--- config.mk ---
export PLATFORM = sky130hd
export DESIGN_NAME = plbc_ctrl
export DESIGN_NICKNAME = d
export VERILOG_FILES = /design/src/inc/plbc_pkg.sv /design/src/core/plbc_ctrl.sv /design/src/core/plbc_lock_det.sv
export VERILOG_INCLUDE_DIRS = /design/src /design/src/inc
export SDC_FILE = /design/constraint.sdc
export NUM_CORES = 1
export LEC_CHECK = 0
export BUFFER_PORTS_ARGS = -buffer_cell sky130_fd_sc_hd__buf_4
export CORE_ASPECT_RATIO = 1.75
export CORE_MARGIN = 2
export CORE_UTILIZATION = 50
export CTS_BUF_LIST = sky130_fd_sc_hd__clkbuf_8
export CTS_CLUSTER_DIAMETER = 150
export CTS_CLUSTER_SIZE = 20
export DETAILED_ROUTE_END_ITERATION = 6
export GPL_ROUTABILITY_DRIVEN = 0
export PLACE_DENSITY = 0.65
export REMOVE_ABC_BUFFERS = 1
export SLEW_MARGIN = 25
export SYNTH_ARGS = -nofsm -noshare
export SYNTH_HDL_FRONTEND = slang
export SYNTH_SLANG_ARGS = --single-unit
--- constraint.sdc ---
create_clock -name i_core_clk -period 2.5 [get_ports i_core_clk]
set_input_delay 0.5 -clock i_core_clk [delete_from_list [all_inputs] [get_ports i_core_clk]]
set_output_delay 0.5 -clock i_core_clk [all_outputs]
set_load 0.1 [all_outputs]
--- src/inc/plbc_regs.svh ---
`ifndef PLBC_REGS_SVH
`define PLBC_REGS_SVH

// ----------------------------------------------------------------
// Register map
// ----------------------------------------------------------------
`define PLBC_ADDR_W 8
`define PLBC_DATA_W 8
`define PLBC_OFS_CTRL 8'h00
`define PLBC_OFS_REFDIV 8'h01
`define PLBC_OFS_MULT 8'h02
`define PLBC_OFS_STATUS 8'h03

// ----------------------------------------------------------------
// Field positions
// ----------------------------------------------------------------
`define PLBC_CTRL_AUTO 0
`define PLBC_CTRL_PWR 1
`define PLBC_CTRL_LIE 2
`define PLBC_CTRL_FTS 3
`define PLBC_ST_LOCK 0
`define PLBC_ST_FLAG 1
`define PLBC_ST_RUN 2
`define PLBC_ST_TRK 3

// ----------------------------------------------------------------
// Widths and reset values
// ----------------------------------------------------------------
`define PLBC_DIV_W 3
`define PLBC_MUL_W 6
`define PLBC_ERR_W 6
`define PLBC_WIN_W 5
`define PLBC_WIN 16
`define PLBC_RST_AUTO 1'b1
`define PLBC_RST_REFDIV 3'h0
`define PLBC_RST_MULT 6'h00

// ----------------------------------------------------------------
// Lock window tolerances, in feedback pulses per window
// ----------------------------------------------------------------
`define PLBC_TOL_LOCK 6'h01
`define PLBC_TOL_UNL 6'h02
`define PLBC_TOL_TRK 6'h02
`define PLBC_TOL_UNT 6'h04

// ----------------------------------------------------------------
// Timing
// ----------------------------------------------------------------
`define PLBC_CLK_PERIOD_NS 25
`define PLBC_STAB_TIME_NS 20000
`define PLBC_STAB_CYC ((`PLBC_STAB_TIME_NS + `PLBC_CLK_PERIOD_NS - 1) / `PLBC_CLK_PERIOD_NS)
`define PLBC_STAB_W 10

`endif

--- src/inc/plbc_pkg.sv ---
package plbc_pkg;
`include "plbc_regs.svh"

    // ------------------------------------------------------------
    // Loop phase
    // ------------------------------------------------------------
    typedef enum logic [2:0] {
        LP_OFF = 3'h1,
        LP_STAB = 3'h2,
        LP_RUN = 3'h4
    } plbc_loop_t;

    // ------------------------------------------------------------
    // Control state
    // ------------------------------------------------------------
    typedef struct packed {
        logic prev_xtal;
        logic prev_vco;
        logic [`PLBC_DIV_W-1:0] ref_div;
        logic [`PLBC_DIV_W-1:0] ref_cnt;
        logic [`PLBC_MUL_W-1:0] mult;
        logic [`PLBC_MUL_W-1:0] fb_cnt;
        logic auto_bw;
        logic pwr;
        logic lie;
        logic fts;
        logic lock;
        logic lock_flag;
        logic stop_q;
        plbc_loop_t lp;
        logic [`PLBC_STAB_W-1:0] stab_cnt;
        logic ref_pulse;
        logic fb_pulse;
        logic loop_run;
        logic irq;
        logic [`PLBC_DATA_W-1:0] rd_data;
    } plbc_state_t;

    // ------------------------------------------------------------
    // Lock detector state
    // ------------------------------------------------------------
    typedef struct packed {
        logic [`PLBC_WIN_W-1:0] win_cnt;
        logic [`PLBC_ERR_W-1:0] fb_cnt;
        logic valid;
        logic [`PLBC_ERR_W-1:0] err;
    } plbc_det_t;

endpackage

--- src/core/plbc_ctrl.sv ---
// Overview of operation
// [RULE1] Reference clock is crystal clock divided by one to eight.
// [RULE2] Feedback divider makes the VCO run at one to sixty-four times reference.
// [RULE3] A selected loop keeps running through WAIT mode.
// [RULE4] Loop is suspended during STOP mode.
// [RULE5] After STOP and stabilization, loop resumes only with automatic bandwidth.
// [RULE6] Lock detector compares divided feedback against final reference clock.
// [RULE7] Acquisition mode shows as filter-track-select bit cleared.
// [RULE8] Filter tracks whenever filter-track-select bit is set.
// [RULE9] Automatic mode switches filter between acquisition and tracking itself.
// [RULE10] In automatic mode track bit is read-only, set and cleared by hardware.
// [RULE11] Lock bit is read-only with lock and unlock tolerances.
// [RULE12] Lock toggle requests interrupt when lock interrupt enabled.
// [RULE13] Set lock bit means VCO clock is safe as base clock.
// [RULE14] Manual mode keeps lock detection and lock interrupt active.
// [RULE15] Manual mode track bit is writable and selects filter mode directly.
// [RULE16] Software clears track bit before switching loop on manually.
// [RULE17] Software waits acquisition time before requesting tracking manually.
// [RULE18] Lock interrupt stays pending until software acknowledges it.
`timescale 1ns/1ps
`include "plbc_regs.svh"

module plbc_ctrl
    import plbc_pkg::*;
#(
    parameter int WIN = `PLBC_WIN,
    parameter int STAB_CYC = `PLBC_STAB_CYC
)
(
    input wire logic i_core_clk,
    input wire logic i_resetn,
    input wire logic [`PLBC_ADDR_W-1:0] i_addr,
    input wire logic [`PLBC_DATA_W-1:0] i_wr_data,
    input wire logic i_wr,
    input wire logic i_rd,
    input wire logic i_xtal_clk,
    input wire logic i_vco_output_clock,
    input wire logic i_wait_mode,
    input wire logic i_stop_mode,
    output logic [`PLBC_DATA_W-1:0] o_rd_data,
    output logic o_final_reference_clock,
    output logic o_feedback_divided_clock,
    output logic o_loop_run,
    output logic o_filter_track,
    output logic o_lock,
    output logic o_irq
);

    localparam logic [`PLBC_STAB_W-1:0] STAB_LOAD =
        `PLBC_STAB_W'(STAB_CYC);

    plbc_state_t s;
    plbc_state_t next_s;
    logic xtal_rise;
    logic vco_rise;
    logic wr_ctrl;
    logic wr_status;
    logic det_valid;
    logic [`PLBC_ERR_W-1:0] det_err;

    // ------------------------------------------------------------
    // Lock detector
    // ------------------------------------------------------------
    plbc_lock_det #(
        .WIN(WIN)
    ) u_det (
        .i_core_clk(i_core_clk),
        .i_resetn(i_resetn),
        .i_enable(s.loop_run),
        .i_ref_tick(s.ref_pulse),
        .i_fb_tick(s.fb_pulse),
        .o_valid(det_valid),
        .o_err(det_err)
    );

    // ------------------------------------------------------------
    // Next state
    // ------------------------------------------------------------
    always_comb
    begin
        next_s = s;
        xtal_rise = i_xtal_clk && !s.prev_xtal;
        vco_rise = i_vco_output_clock && !s.prev_vco;
        wr_ctrl = i_wr && i_addr == `PLBC_OFS_CTRL;
        wr_status = i_wr && i_addr == `PLBC_OFS_STATUS;
        next_s.prev_xtal = i_xtal_clk;
        next_s.prev_vco = i_vco_output_clock;
        next_s.stop_q = i_stop_mode;
        next_s.ref_pulse = 1'b0;
        next_s.fb_pulse = 1'b0;

        // Reference divider, divide by ref_div + 1
        if (xtal_rise)
        begin
            if (s.ref_cnt >= s.ref_div)
            begin
                next_s.ref_cnt = '0;
                next_s.ref_pulse = 1'b1; // [RULE1]
            end
            else
            begin
                next_s.ref_cnt = s.ref_cnt + `PLBC_DIV_W'(1);
            end
        end

        // Feedback divider, divide by mult + 1
        if (!s.loop_run)
        begin
            next_s.fb_cnt = '0;
        end
        else if (vco_rise)
        begin
            if (s.fb_cnt >= s.mult)
            begin
                next_s.fb_cnt = '0;
                next_s.fb_pulse = 1'b1; // [RULE2]
            end
            else
            begin
                next_s.fb_cnt = s.fb_cnt + `PLBC_MUL_W'(1);
            end
        end

        // Register writes
        if (wr_ctrl)
        begin
            next_s.auto_bw = i_wr_data[`PLBC_CTRL_AUTO];
            next_s.pwr = i_wr_data[`PLBC_CTRL_PWR];
            next_s.lie = i_wr_data[`PLBC_CTRL_LIE];
            if (!s.auto_bw)
            begin
                next_s.fts = i_wr_data[`PLBC_CTRL_FTS]; // [RULE15]
            end
        end
        if (i_wr && i_addr == `PLBC_OFS_REFDIV)
        begin
            next_s.ref_div = i_wr_data[`PLBC_DIV_W-1:0];
        end
        if (i_wr && i_addr == `PLBC_OFS_MULT)
        begin
            next_s.mult = i_wr_data[`PLBC_MUL_W-1:0];
        end

        // Leaving STOP in manual mode leaves the loop off
        if (s.stop_q && !i_stop_mode && !s.auto_bw)
        begin
            next_s.pwr = 1'b0; // [RULE5]
        end

        // Loop phase; WAIT has no say here
        case (s.lp)
            LP_OFF:
            begin
                if (s.pwr && !i_stop_mode)
                begin
                    next_s.lp = LP_STAB;
                    next_s.stab_cnt = STAB_LOAD;
                end
            end
            LP_STAB:
            begin
                if (!s.pwr || i_stop_mode)
                begin
                    next_s.lp = LP_OFF; // [RULE4]
                end
                else if (s.stab_cnt == '0)
                begin
                    next_s.lp = LP_RUN; // [RULE5]
                end
                else
                begin
                    next_s.stab_cnt = s.stab_cnt - `PLBC_STAB_W'(1);
                end
            end
            LP_RUN:
            begin
                if (!s.pwr || i_stop_mode)
                begin
                    next_s.lp = LP_OFF; // [RULE4]
                end
            end
            default:
            begin
                next_s.lp = LP_OFF;
            end
        endcase
        next_s.loop_run = next_s.lp == LP_RUN; // [RULE3]

        // Lock indicator with hysteresis, in either mode
        if (!s.loop_run)
        begin
            next_s.lock = 1'b0;
        end
        else if (det_valid)
        begin
            if (det_err <= `PLBC_TOL_LOCK)
            begin
                next_s.lock = 1'b1; // [RULE11] [RULE14]
            end
            else if (det_err > `PLBC_TOL_UNL)
            begin
                next_s.lock = 1'b0; // [RULE11]
            end
        end

        // Automatic bandwidth control
        if (s.auto_bw)
        begin
            if (!s.loop_run)
            begin
                next_s.fts = 1'b0; // [RULE7]
            end
            else if (det_valid)
            begin
                if (det_err <= `PLBC_TOL_TRK)
                begin
                    next_s.fts = 1'b1; // [RULE9] [RULE10]
                end
                else if (det_err > `PLBC_TOL_UNT)
                begin
                    next_s.fts = 1'b0; // [RULE9] [RULE10]
                end
            end
        end

        // Lock change flag: a new change beats the acknowledge
        if (next_s.lock != s.lock)
        begin
            next_s.lock_flag = 1'b1; // [RULE12]
        end
        else if (wr_status && i_wr_data[`PLBC_ST_FLAG])
        begin
            next_s.lock_flag = 1'b0; // [RULE18]
        end
        next_s.irq = next_s.lock_flag && next_s.lie; // [RULE12]
        next_s.rd_data = '0;
        if (i_rd)
        begin
            case (i_addr)
                `PLBC_OFS_CTRL:
                begin
                    next_s.rd_data[`PLBC_CTRL_AUTO] = s.auto_bw;
                    next_s.rd_data[`PLBC_CTRL_PWR] = s.pwr;
                    next_s.rd_data[`PLBC_CTRL_LIE] = s.lie;
                    next_s.rd_data[`PLBC_CTRL_FTS] = s.fts; // [RULE7]
                end
                `PLBC_OFS_REFDIV:
                begin
                    next_s.rd_data[`PLBC_DIV_W-1:0] = s.ref_div;
                end
                `PLBC_OFS_MULT:
                begin
                    next_s.rd_data[`PLBC_MUL_W-1:0] = s.mult;
                end
                `PLBC_OFS_STATUS:
                begin
                    next_s.rd_data[`PLBC_ST_LOCK] = s.lock; // [RULE13]
                    next_s.rd_data[`PLBC_ST_FLAG] = s.lock_flag;
                    next_s.rd_data[`PLBC_ST_RUN] = s.loop_run;
                    next_s.rd_data[`PLBC_ST_TRK] = s.fts;
                end
                default:
                begin
                    next_s.rd_data = '0;
                end
            endcase
        end
    end

    // ------------------------------------------------------------
    // State register
    // ------------------------------------------------------------
    always_ff @(posedge i_core_clk or negedge i_resetn)
    begin
        if (!i_resetn)
        begin
            s <= '0;
            s.auto_bw <= `PLBC_RST_AUTO;
            s.ref_div <= `PLBC_RST_REFDIV;
            s.mult <= `PLBC_RST_MULT;
            s.lp <= LP_OFF;
        end
        else
        begin
            s <= next_s;
        end
    end

    assign o_rd_data = s.rd_data;
    assign o_final_reference_clock = s.ref_pulse;
    assign o_feedback_divided_clock = s.fb_pulse;
    assign o_loop_run = s.loop_run;
    assign o_filter_track = s.fts; // [RULE8]
    assign o_lock = s.lock;
    assign o_irq = s.irq;

    // ------------------------------------------------------------
    // Checks
    // ------------------------------------------------------------
    a_lock_off_loop: assert property (@(posedge i_core_clk)
        disable iff (!i_resetn) !s.loop_run |=> !o_lock) // [RULE11]
        else $error("lock kept while loop not running");

    a_lock_set_win: assert property (@(posedge i_core_clk)
        disable iff (!i_resetn)
        s.loop_run && det_valid && det_err <= `PLBC_TOL_LOCK
        |=> o_lock) // [RULE6]
        else $error("lock not set inside lock tolerance");

    a_lock_drop_win: assert property (@(posedge i_core_clk)
        disable iff (!i_resetn)
        s.loop_run && det_valid && det_err > `PLBC_TOL_UNL
        |=> !o_lock) // [RULE11]
        else $error("lock not cleared outside unlock tolerance");

    a_irq_on_toggle: assert property (@(posedge i_core_clk)
        disable iff (!i_resetn)
        $changed(o_lock) && s.lie |-> o_irq && s.lock_flag) // [RULE12]
        else $error("lock change raised no interrupt");

    a_flag_held: assert property (@(posedge i_core_clk)
        disable iff (!i_resetn)
        s.lock_flag && !(wr_status && i_wr_data[`PLBC_ST_FLAG])
        |=> s.lock_flag) // [RULE18]
        else $error("lock flag lost without acknowledge");

    a_wait_keeps_run: assert property (@(posedge i_core_clk)
        disable iff (!i_resetn)
        i_wait_mode && o_loop_run && s.pwr && !i_stop_mode
        |=> o_loop_run) // [RULE3]
        else $error("loop stopped during wait");

    a_stop_suspend: assert property (@(posedge i_core_clk)
        disable iff (!i_resetn) i_stop_mode |=> !o_loop_run [*2]) // [RULE4]
        else $error("loop running in stop");

    a_stab_hold: assert property (@(posedge i_core_clk)
        disable iff (!i_resetn)
        s.lp == LP_STAB && s.stab_cnt != '0 |=> !o_loop_run) // [RULE5]
        else $error("loop ran before stabilization ended");

    a_manual_exit: assert property (@(posedge i_core_clk)
        disable iff (!i_resetn)
        s.stop_q && !i_stop_mode && !s.auto_bw |=> !s.pwr) // [RULE5]
        else $error("manual loop restarted after stop");

    a_manual_track: assert property (@(posedge i_core_clk)
        disable iff (!i_resetn)
        !s.auto_bw && wr_ctrl
        |=> o_filter_track == $past(i_wr_data[`PLBC_CTRL_FTS])) // [RULE15]
        else $error("manual track write not applied");

    a_auto_acq_off: assert property (@(posedge i_core_clk)
        disable iff (!i_resetn)
        s.auto_bw && !s.loop_run |=> !o_filter_track) // [RULE10]
        else $error("auto mode tracking while loop off");

endmodule

--- src/core/plbc_lock_det.sv ---
`timescale 1ns/1ps
`include "plbc_regs.svh"

module plbc_lock_det
    import plbc_pkg::*;
#(
    parameter int WIN = `PLBC_WIN
)
(
    input wire logic i_core_clk,
    input wire logic i_resetn,
    input wire logic i_enable,
    input wire logic i_ref_tick,
    input wire logic i_fb_tick,
    output logic o_valid,
    output logic [`PLBC_ERR_W-1:0] o_err
);

    localparam logic [`PLBC_ERR_W-1:0] WIN_E = `PLBC_ERR_W'(WIN);
    localparam logic [`PLBC_WIN_W-1:0] WIN_END = `PLBC_WIN_W'(WIN - 1);

    plbc_det_t s;
    plbc_det_t next_s;
    logic [`PLBC_ERR_W-1:0] fbc;

    // ------------------------------------------------------------
    // Count feedback pulses over a window of reference pulses
    // ------------------------------------------------------------
    always_comb
    begin
        next_s = s;
        next_s.valid = 1'b0;
        fbc = s.fb_cnt;
        if (i_fb_tick && s.fb_cnt != {`PLBC_ERR_W{1'b1}})
        begin
            fbc = s.fb_cnt + `PLBC_ERR_W'(1);
        end
        next_s.fb_cnt = fbc;
        if (!i_enable)
        begin
            next_s.win_cnt = '0;
            next_s.fb_cnt = '0;
        end
        else if (i_ref_tick)
        begin
            if (s.win_cnt == WIN_END)
            begin
                // Frequency error of the window, either sign [RULE6]
                next_s.err = (fbc >= WIN_E) ? fbc - WIN_E : WIN_E - fbc;
                next_s.valid = 1'b1;
                next_s.win_cnt = '0;
                next_s.fb_cnt = '0;
            end
            else
            begin
                next_s.win_cnt = s.win_cnt + `PLBC_WIN_W'(1);
            end
        end
    end

    always_ff @(posedge i_core_clk or negedge i_resetn)
    begin
        if (!i_resetn)
        begin
            s <= '0;
        end
        else
        begin
            s <= next_s;
        end
    end

    assign o_valid = s.valid;
    assign o_err = s.err;

    a_det_idle: assert property (@(posedge i_core_clk) disable iff (!i_resetn)
        !i_enable |=> !o_valid) // [RULE6]
        else $error("window result while detector disabled");

endmodule

======== Yosys cells after proc, flatten, opt, wreduce, memory -nomap -nowiden ========
Index checks and enable logic that the tools add are counted.
operators by class
  $add $sub $neg .......................... 7
  order comparisons ....................... 7
  eq/ne operators ......................... 15
  muxes and demuxes ....................... 42
  reductions and logical operators ........ 25
operators with widths
  kind                                                               number
  two-way mux 6 bit                                                  6
  two-way mux 13 bit                                                 2
  two-way mux 10 bit                                                 2
  case mux 10 bit (2 select lines)                                   1
  two-way mux 1 bit                                                  18
  two-way mux 18 bit                                                 1
  == test 8 x 2 -> 1 bit, second input constant                      2
  two-way mux 3 bit                                                  5
  adder 6 x 1 -> 6 bit, second input constant                        2
  logical AND 1 bit                                                  12
  case mux 3 bit (4 select lines)                                    1
  two-way mux 11 bit                                                 1
  logical NOT 10 bit                                                 1
  subtractor 10 x 1 -> 10 bit, second input constant                 1
  case mux 3 bit (3 select lines)                                    1
  == test 8 x 1 -> 1 bit, second input constant                      1
  logical NOT 8 bit                                                  1
  two-way mux 7 bit                                                  1
  == test 3 bit, second input constant                               2
  greater-or-equal comparator 6 x 5 -> 1 bit, second input constant  1
  greater-or-equal comparator 6 bit                                  1
  greater-than comparator 6 x 2 -> 1 bit, second input constant      1
  greater-than comparator 6 x 3 -> 1 bit, second input constant      1
  less-or-equal comparator 6 x 1 -> 1 bit, second input constant     1
  22 further kinds                                                   30
word-level totals
  register bits ........................... 70
  input bits .............................. 24
  output and inout bits ................... 14
  logic and storage cells ................. 120

======== Logic depth before layout (Yosys ltp) ========
  depth after elaboration ................. 8
  gate-level depth with buffers ........... 11
  depth with buffers taken out ............ 11

======== By module ========
From an unflattened synthesis, not the netlist that was laid out.
unflattened totals
  cells, all modules ...................... 369
  area total of the unflattened synthesis .. 3761.1 µm²
by module, submodules not included
  module         instances  cells an instance  area each (µm²)
  plbc_ctrl      1          260                2756.4
  plbc_lock_det  1          109                1004.7

======== Worst setup path after synthesis ========
Ideal clock, no wire load.
  path kind ............................... reg2reg
  start ................................... register s, in the netlist o_feedback_divided_clock
  end ..................................... register u_det.s, in the netlist u_det.o_err[3]
  library setup time ...................... 0.084 ns
  data arrival time ....................... 2.682 ns
  data required time ...................... 2.416 ns
  slack ................................... -0.267 ns
  stages on the path, launching flop included .. 11
  buffers on the path ..................... 0
  clock period less this slack ............ 2.767 ns
  cells stage by stage .................... dfrtp_1 > and4_1 > and3_1 > mux2_2 > inv_1 > ha_1 > nand2_1 > a211oi_2 > nor3b_1 > xor2_1 > o21ai_0
on the way
  cells in the longest elaborated chain, start to end .. 4
  elaborated cells between the ends (all ways) .. 6
  classes of those cells .................. add/sub: 2; order compare: 1; mux: 2; reduce/logical: 1
RTL lines
  item                                                     line                 text
  from (decl)                                              plbc_ctrl.sv:52      plbc_state_t s;
  from (signal assigned)                                   plbc_ctrl.sv:285     s <= next_s;
  logical AND 1 bit *                                      plbc_lock_det.sv:34  if (i_fb_tick && s.fb_cnt != {`PLBC_ERR_W{1'b1}})
  two-way mux 6 bit *                                      plbc_lock_det.sv:34
  subtractor 5 x 6 -> 6 bit, or another cell as far along  plbc_lock_det.sv:49  next_s.err = (fbc >= WIN_E) ? fbc - WIN_E : WIN_E - fbc;
  two-way mux 6 bit *                                      plbc_lock_det.sv:49
  to (signal assigned)                                     plbc_lock_det.sv:69  s <= next_s;
  to (decl)                                                plbc_lock_det.sv:22  plbc_det_t s;
Mark *: on every way between the ends. The rest lies on a longest branch, timed or not.
A chain may end at the register's enable or synchronous reset.

======== Worst setup path in the final report ========
  start ................................... register u_det.s[7] (netlist name)
  end ..................................... register u_det.s, in the netlist u_det.o_err[3]
on the way
  cells in the longest elaborated chain, start to end .. 5
  elaborated cells between the ends (all ways) .. 8
  classes of those cells .................. add/sub: 3; order compare: 1; eq/ne: 1; mux: 2; reduce/logical: 1
RTL lines
  item                                                                          line
  parallel branches: the longest is 2 deep, another holds adder 6 x 1 -> 6 bit  n/a
  two-way mux 6 bit *                                                           plbc_lock_det.sv:34
  subtractor 5 x 6 -> 6 bit, or another cell as far along                       plbc_lock_det.sv:49
  two-way mux 6 bit *                                                           plbc_lock_det.sv:49
Every way passes the cells marked *.

==> qor.yml <==
outcome:
  status: "finished, final reports clean"
yosys:
  synth-edff-count: 0
  synth_warnings: 0
  synth_area_leaders: "dfrtp_1, ha_1, mux2_2"
  async_reset_ff_share_pct: 100
  seq_area_frac_synth_pct: 46.9
  synth_flop_cell: "dfrtp_1"
  synth_top_area_share_pct: 45.5
  synth.cell_area_um2: 3630
  synth_top_cell_by_area: "dfrtp_1"
  synthCells: 353
  syn_avg_cell_area_um2: 10.3
  synth_cell_type_count: 58
  ys_ff_latch: 68
global_routing:
  antenna_found_initial: 0
  grt-busiest-layer: "met2"
  overflow: 0
  grt_pass1_wl_um: 11800
  grtUsageTotal_pct: 20.0
  grt_max_degree: 69
  grt_util_met2_pct: 35.4
  grt_pass1_vias: 2593
  gr-usage-met1_pct: 21.3
  met3_usage_pct: 5.49
drt:
  num_vias: 2695
  drtPass1Iterations: 7
  antenna_left: 0
  drt_iter0_markers: 77
  route.detailed.drc: 0
  vias_per_cell: 5.59
  wl_per_cell_um: 14.8
  wl_um: 7130
pwr:
  comb_power_share_pct: 13.1
  swShare_pct: 26.9
  p_per_area_nw_per_um2: 596
  p_int_w: 0.00182
  p_seq_share_pct: 48.2
  clockPowerShare_pct: 38.7
  vdd_drop_max_mv: 0.350
  net-switching-power_w: 0.000669
  p_leak_nw: 1.97
  power_w: 0.00249
placed_design:
  dpl_cell_area_um2: 3950
  dp_hpwl_um: 5160
  io_buffer_count: 32
  placedCellCount: 466
critical_path:
  rr_worst_depth: 11
  reg2reg_to: "u_det.o_err[3]"
  crit_path_start_kind: "flop"
  arrival_ns: 2.54
  critPathSlowestCell: "dfrtp_2"
  crit_top_cell: "ha_1"
  end_kind: "flop"
  path_class: "flop to flop"
  cp_max_fo: 6
  path_cells: "ha_1, buf_4, nand4_1, mux2i_2, inv_1, ha_1, nand2_1, a211oi_4, nor3b_1, xor2_1, o21ai_1"
  r2r_slack_ns: 0.19
  max_stage_delay_ns: 0.45
  crit_required_ns: 2.72
  r2r-start: "u_det.s[7]"
clock_tree:
  clock-sinks: 68
  clk_path_buf_depth: 2
  clock-root-buffer: "clkbuf_8"
  clkLatencyLatePin_ns: 0.35
  clk_pin_slew_worst_paths_ns: 0.08
  numCtsBuffers: 9
  cts_tree: "built"
  cts_setup_buffers: 0
  h-tree-depth: 3
timing:
  slew_viol_final: 0
  period_minus_slack_ns: 2.31
  finalSetupViolations: 0
  finalHoldViolCount: 0
  tightest_slew_ns: 0.855
  relSlewSlack_pct: 43.0
  hold_ws_ns: 0.234
  max_freq_ghz: 0.432
  min_period_over_period_pct: 92.6
  finClkSkew_ns: 0.0147
layout:
  stdcell_area_um2: 4180
  final_cell_count_no_fill: 482
  n_antenna_cell: 0
  mostFrequentLayoutCell: "dfrtp_1"
  final_cell_mix: "dfrtp_1, buf_4, nand2_1"
  syn_to_final_growth_pct: 15.0
  finalNetCount: 433
  drive_gt1_share_pct: 21.0
floorplan:
  num_rows: 41
  dieWidth_um: 68.4
  dieArea_um2: 7990
  core-area_um2: 7130
  die_h_um: 117
  initial_utilization_pct: 50.9
  io_pins: 38
run:
  maxCapViolCount: 0
worst_hold_path:
  hold_path.class: "input pin to asynchronous set/reset pin"
[Yosys cell counts, types with 5 or more instances]
| cell | n |
|---|---|
| a21oi_1 | 12 |
| mux2i_1 | 6 |
| nand3_1 | 13 |
| and2_1 | 5 |
| buf_4 | 8 |
| nand2b_1 | 10 |
| xnor2_1 | 9 |
| ha_1 | 18 |
| dfrtp_1 | 66 |
| o21ai_0 | 21 |
| clkbuf_1 | 5 |
| and3_1 | 10 |
| mux2_2 | 12 |
| inv_1 | 18 |
| nor2_1 | 31 |
| or3_1 | 5 |
| nand2_1 | 35 |
[sequential cells by signal, summed over array words and instances (netlist names)]
signal                    flops
o_rd_data                     6
u_det.s                      11
o_loop_run                    1
o_filter_track                1
u_det.o_valid                 1
s                            38
o_lock                        1
o_feedback_divided_clock      1
o_final_reference_clock       1
u_det.o_err                   6
o_irq                         1
[cell families after synthesis]
logic type	after synthesis	synth area share, %
xor+xnor	13	3.14
compound gates	65	11.6
fa+ha+maj	18	6.20
simple gates	135	20.4
flops	68	46.9
other cells	1	0.103
mux	21	7.24
buf+inv	32	4.34
[worst max-delay path, delay by kind of cell, from the launching register on]
family,cells,cell delay (ns)
and+or+nand+nor,3,0.49
buffers and inverters,2,0.21
AOI/OAI and AO/OA,2,0.16
muxes,1,0.29
DFF,1,0.45
adders and majority gates,2,0.42
xor gates and xnor gates,1,0.18
[per-layer routing]
layer  wire, µm  share of wire [%]
met5          0                  0
met4        123                1.7
met3        217                3.0
met2       3990                 56
met1       2800                 39
[power by group through the flow]
| stage | Combinational, W | Clock [W] | Sequential, W |
|---|---|---|---|
| 3_5_place_dp | 0.000332 | 0 | 0.00122 |
| 3_3_place_gp | 0.000323 | 0 | 0.00122 |
| 6_report | 0.000325 | 0.000963 | 0.00120 |
| 4_1_cts | 0.000332 | 0.000995 | 0.00120 |
| 5_1_grt | 0.000362 | 0.00104 | 0.00121 |
| 2_1_floorplan | 0.000160 | 0 | 0.00128 |
[layout make-up]
cell class,count,area (µm²)
Sequential cell,68,1710
Inverter,18,67.6
Clock buffer,9,124
Timing Repair Buffer,40,300
Multi-Input combinational cell,254,1780
Fill cell,626,2960
Tap cell,86,108
Clock inverter,7,86.3
[worst max path at each step]
stage | from | to | slack, ns | cells after the start
6_report | u_det.s[7] | u_det.o_err[3] | 0.19 | 11
4_1_cts | u_det.s[7] | u_det.o_err[3] | 0.08 | 10
3_5_place_dp | u_det.s[7] | u_det.o_err[3] | 0.12 | 10
5_1_grt | u_det.s[7] | u_det.o_err[3] | -0.006 | 11
3_3_place_gp | u_det.s[7] | u_det.o_err[3] | 0.19 | 10
2_1_floorplan | o_feedback_divided_clock | u_det.o_err[3] | -0.27 | 10
[per-stage QoR]
stage,util (%),setup slack (ns),TNS (ns)
2_1_floorplan,-,-0.272,-0.818
3_3_place_gp,55.4,0.185,0
3_5_place_dp,55.4,0.122,0
4_1_cts,58.4,0.0761,0
5_1_grt,58.6,-0.00632,-0.00632
6_report,58.6,0.186,0
[repair_timing]
action / in CTS / in global routing
setup endpoints to repair: 0 / 3
resized for setup: 0 / 6
hold buffers: 0 / 0
endpoints found under the hold margin: 0 / 0
Power figures use the tool's default switching activity.
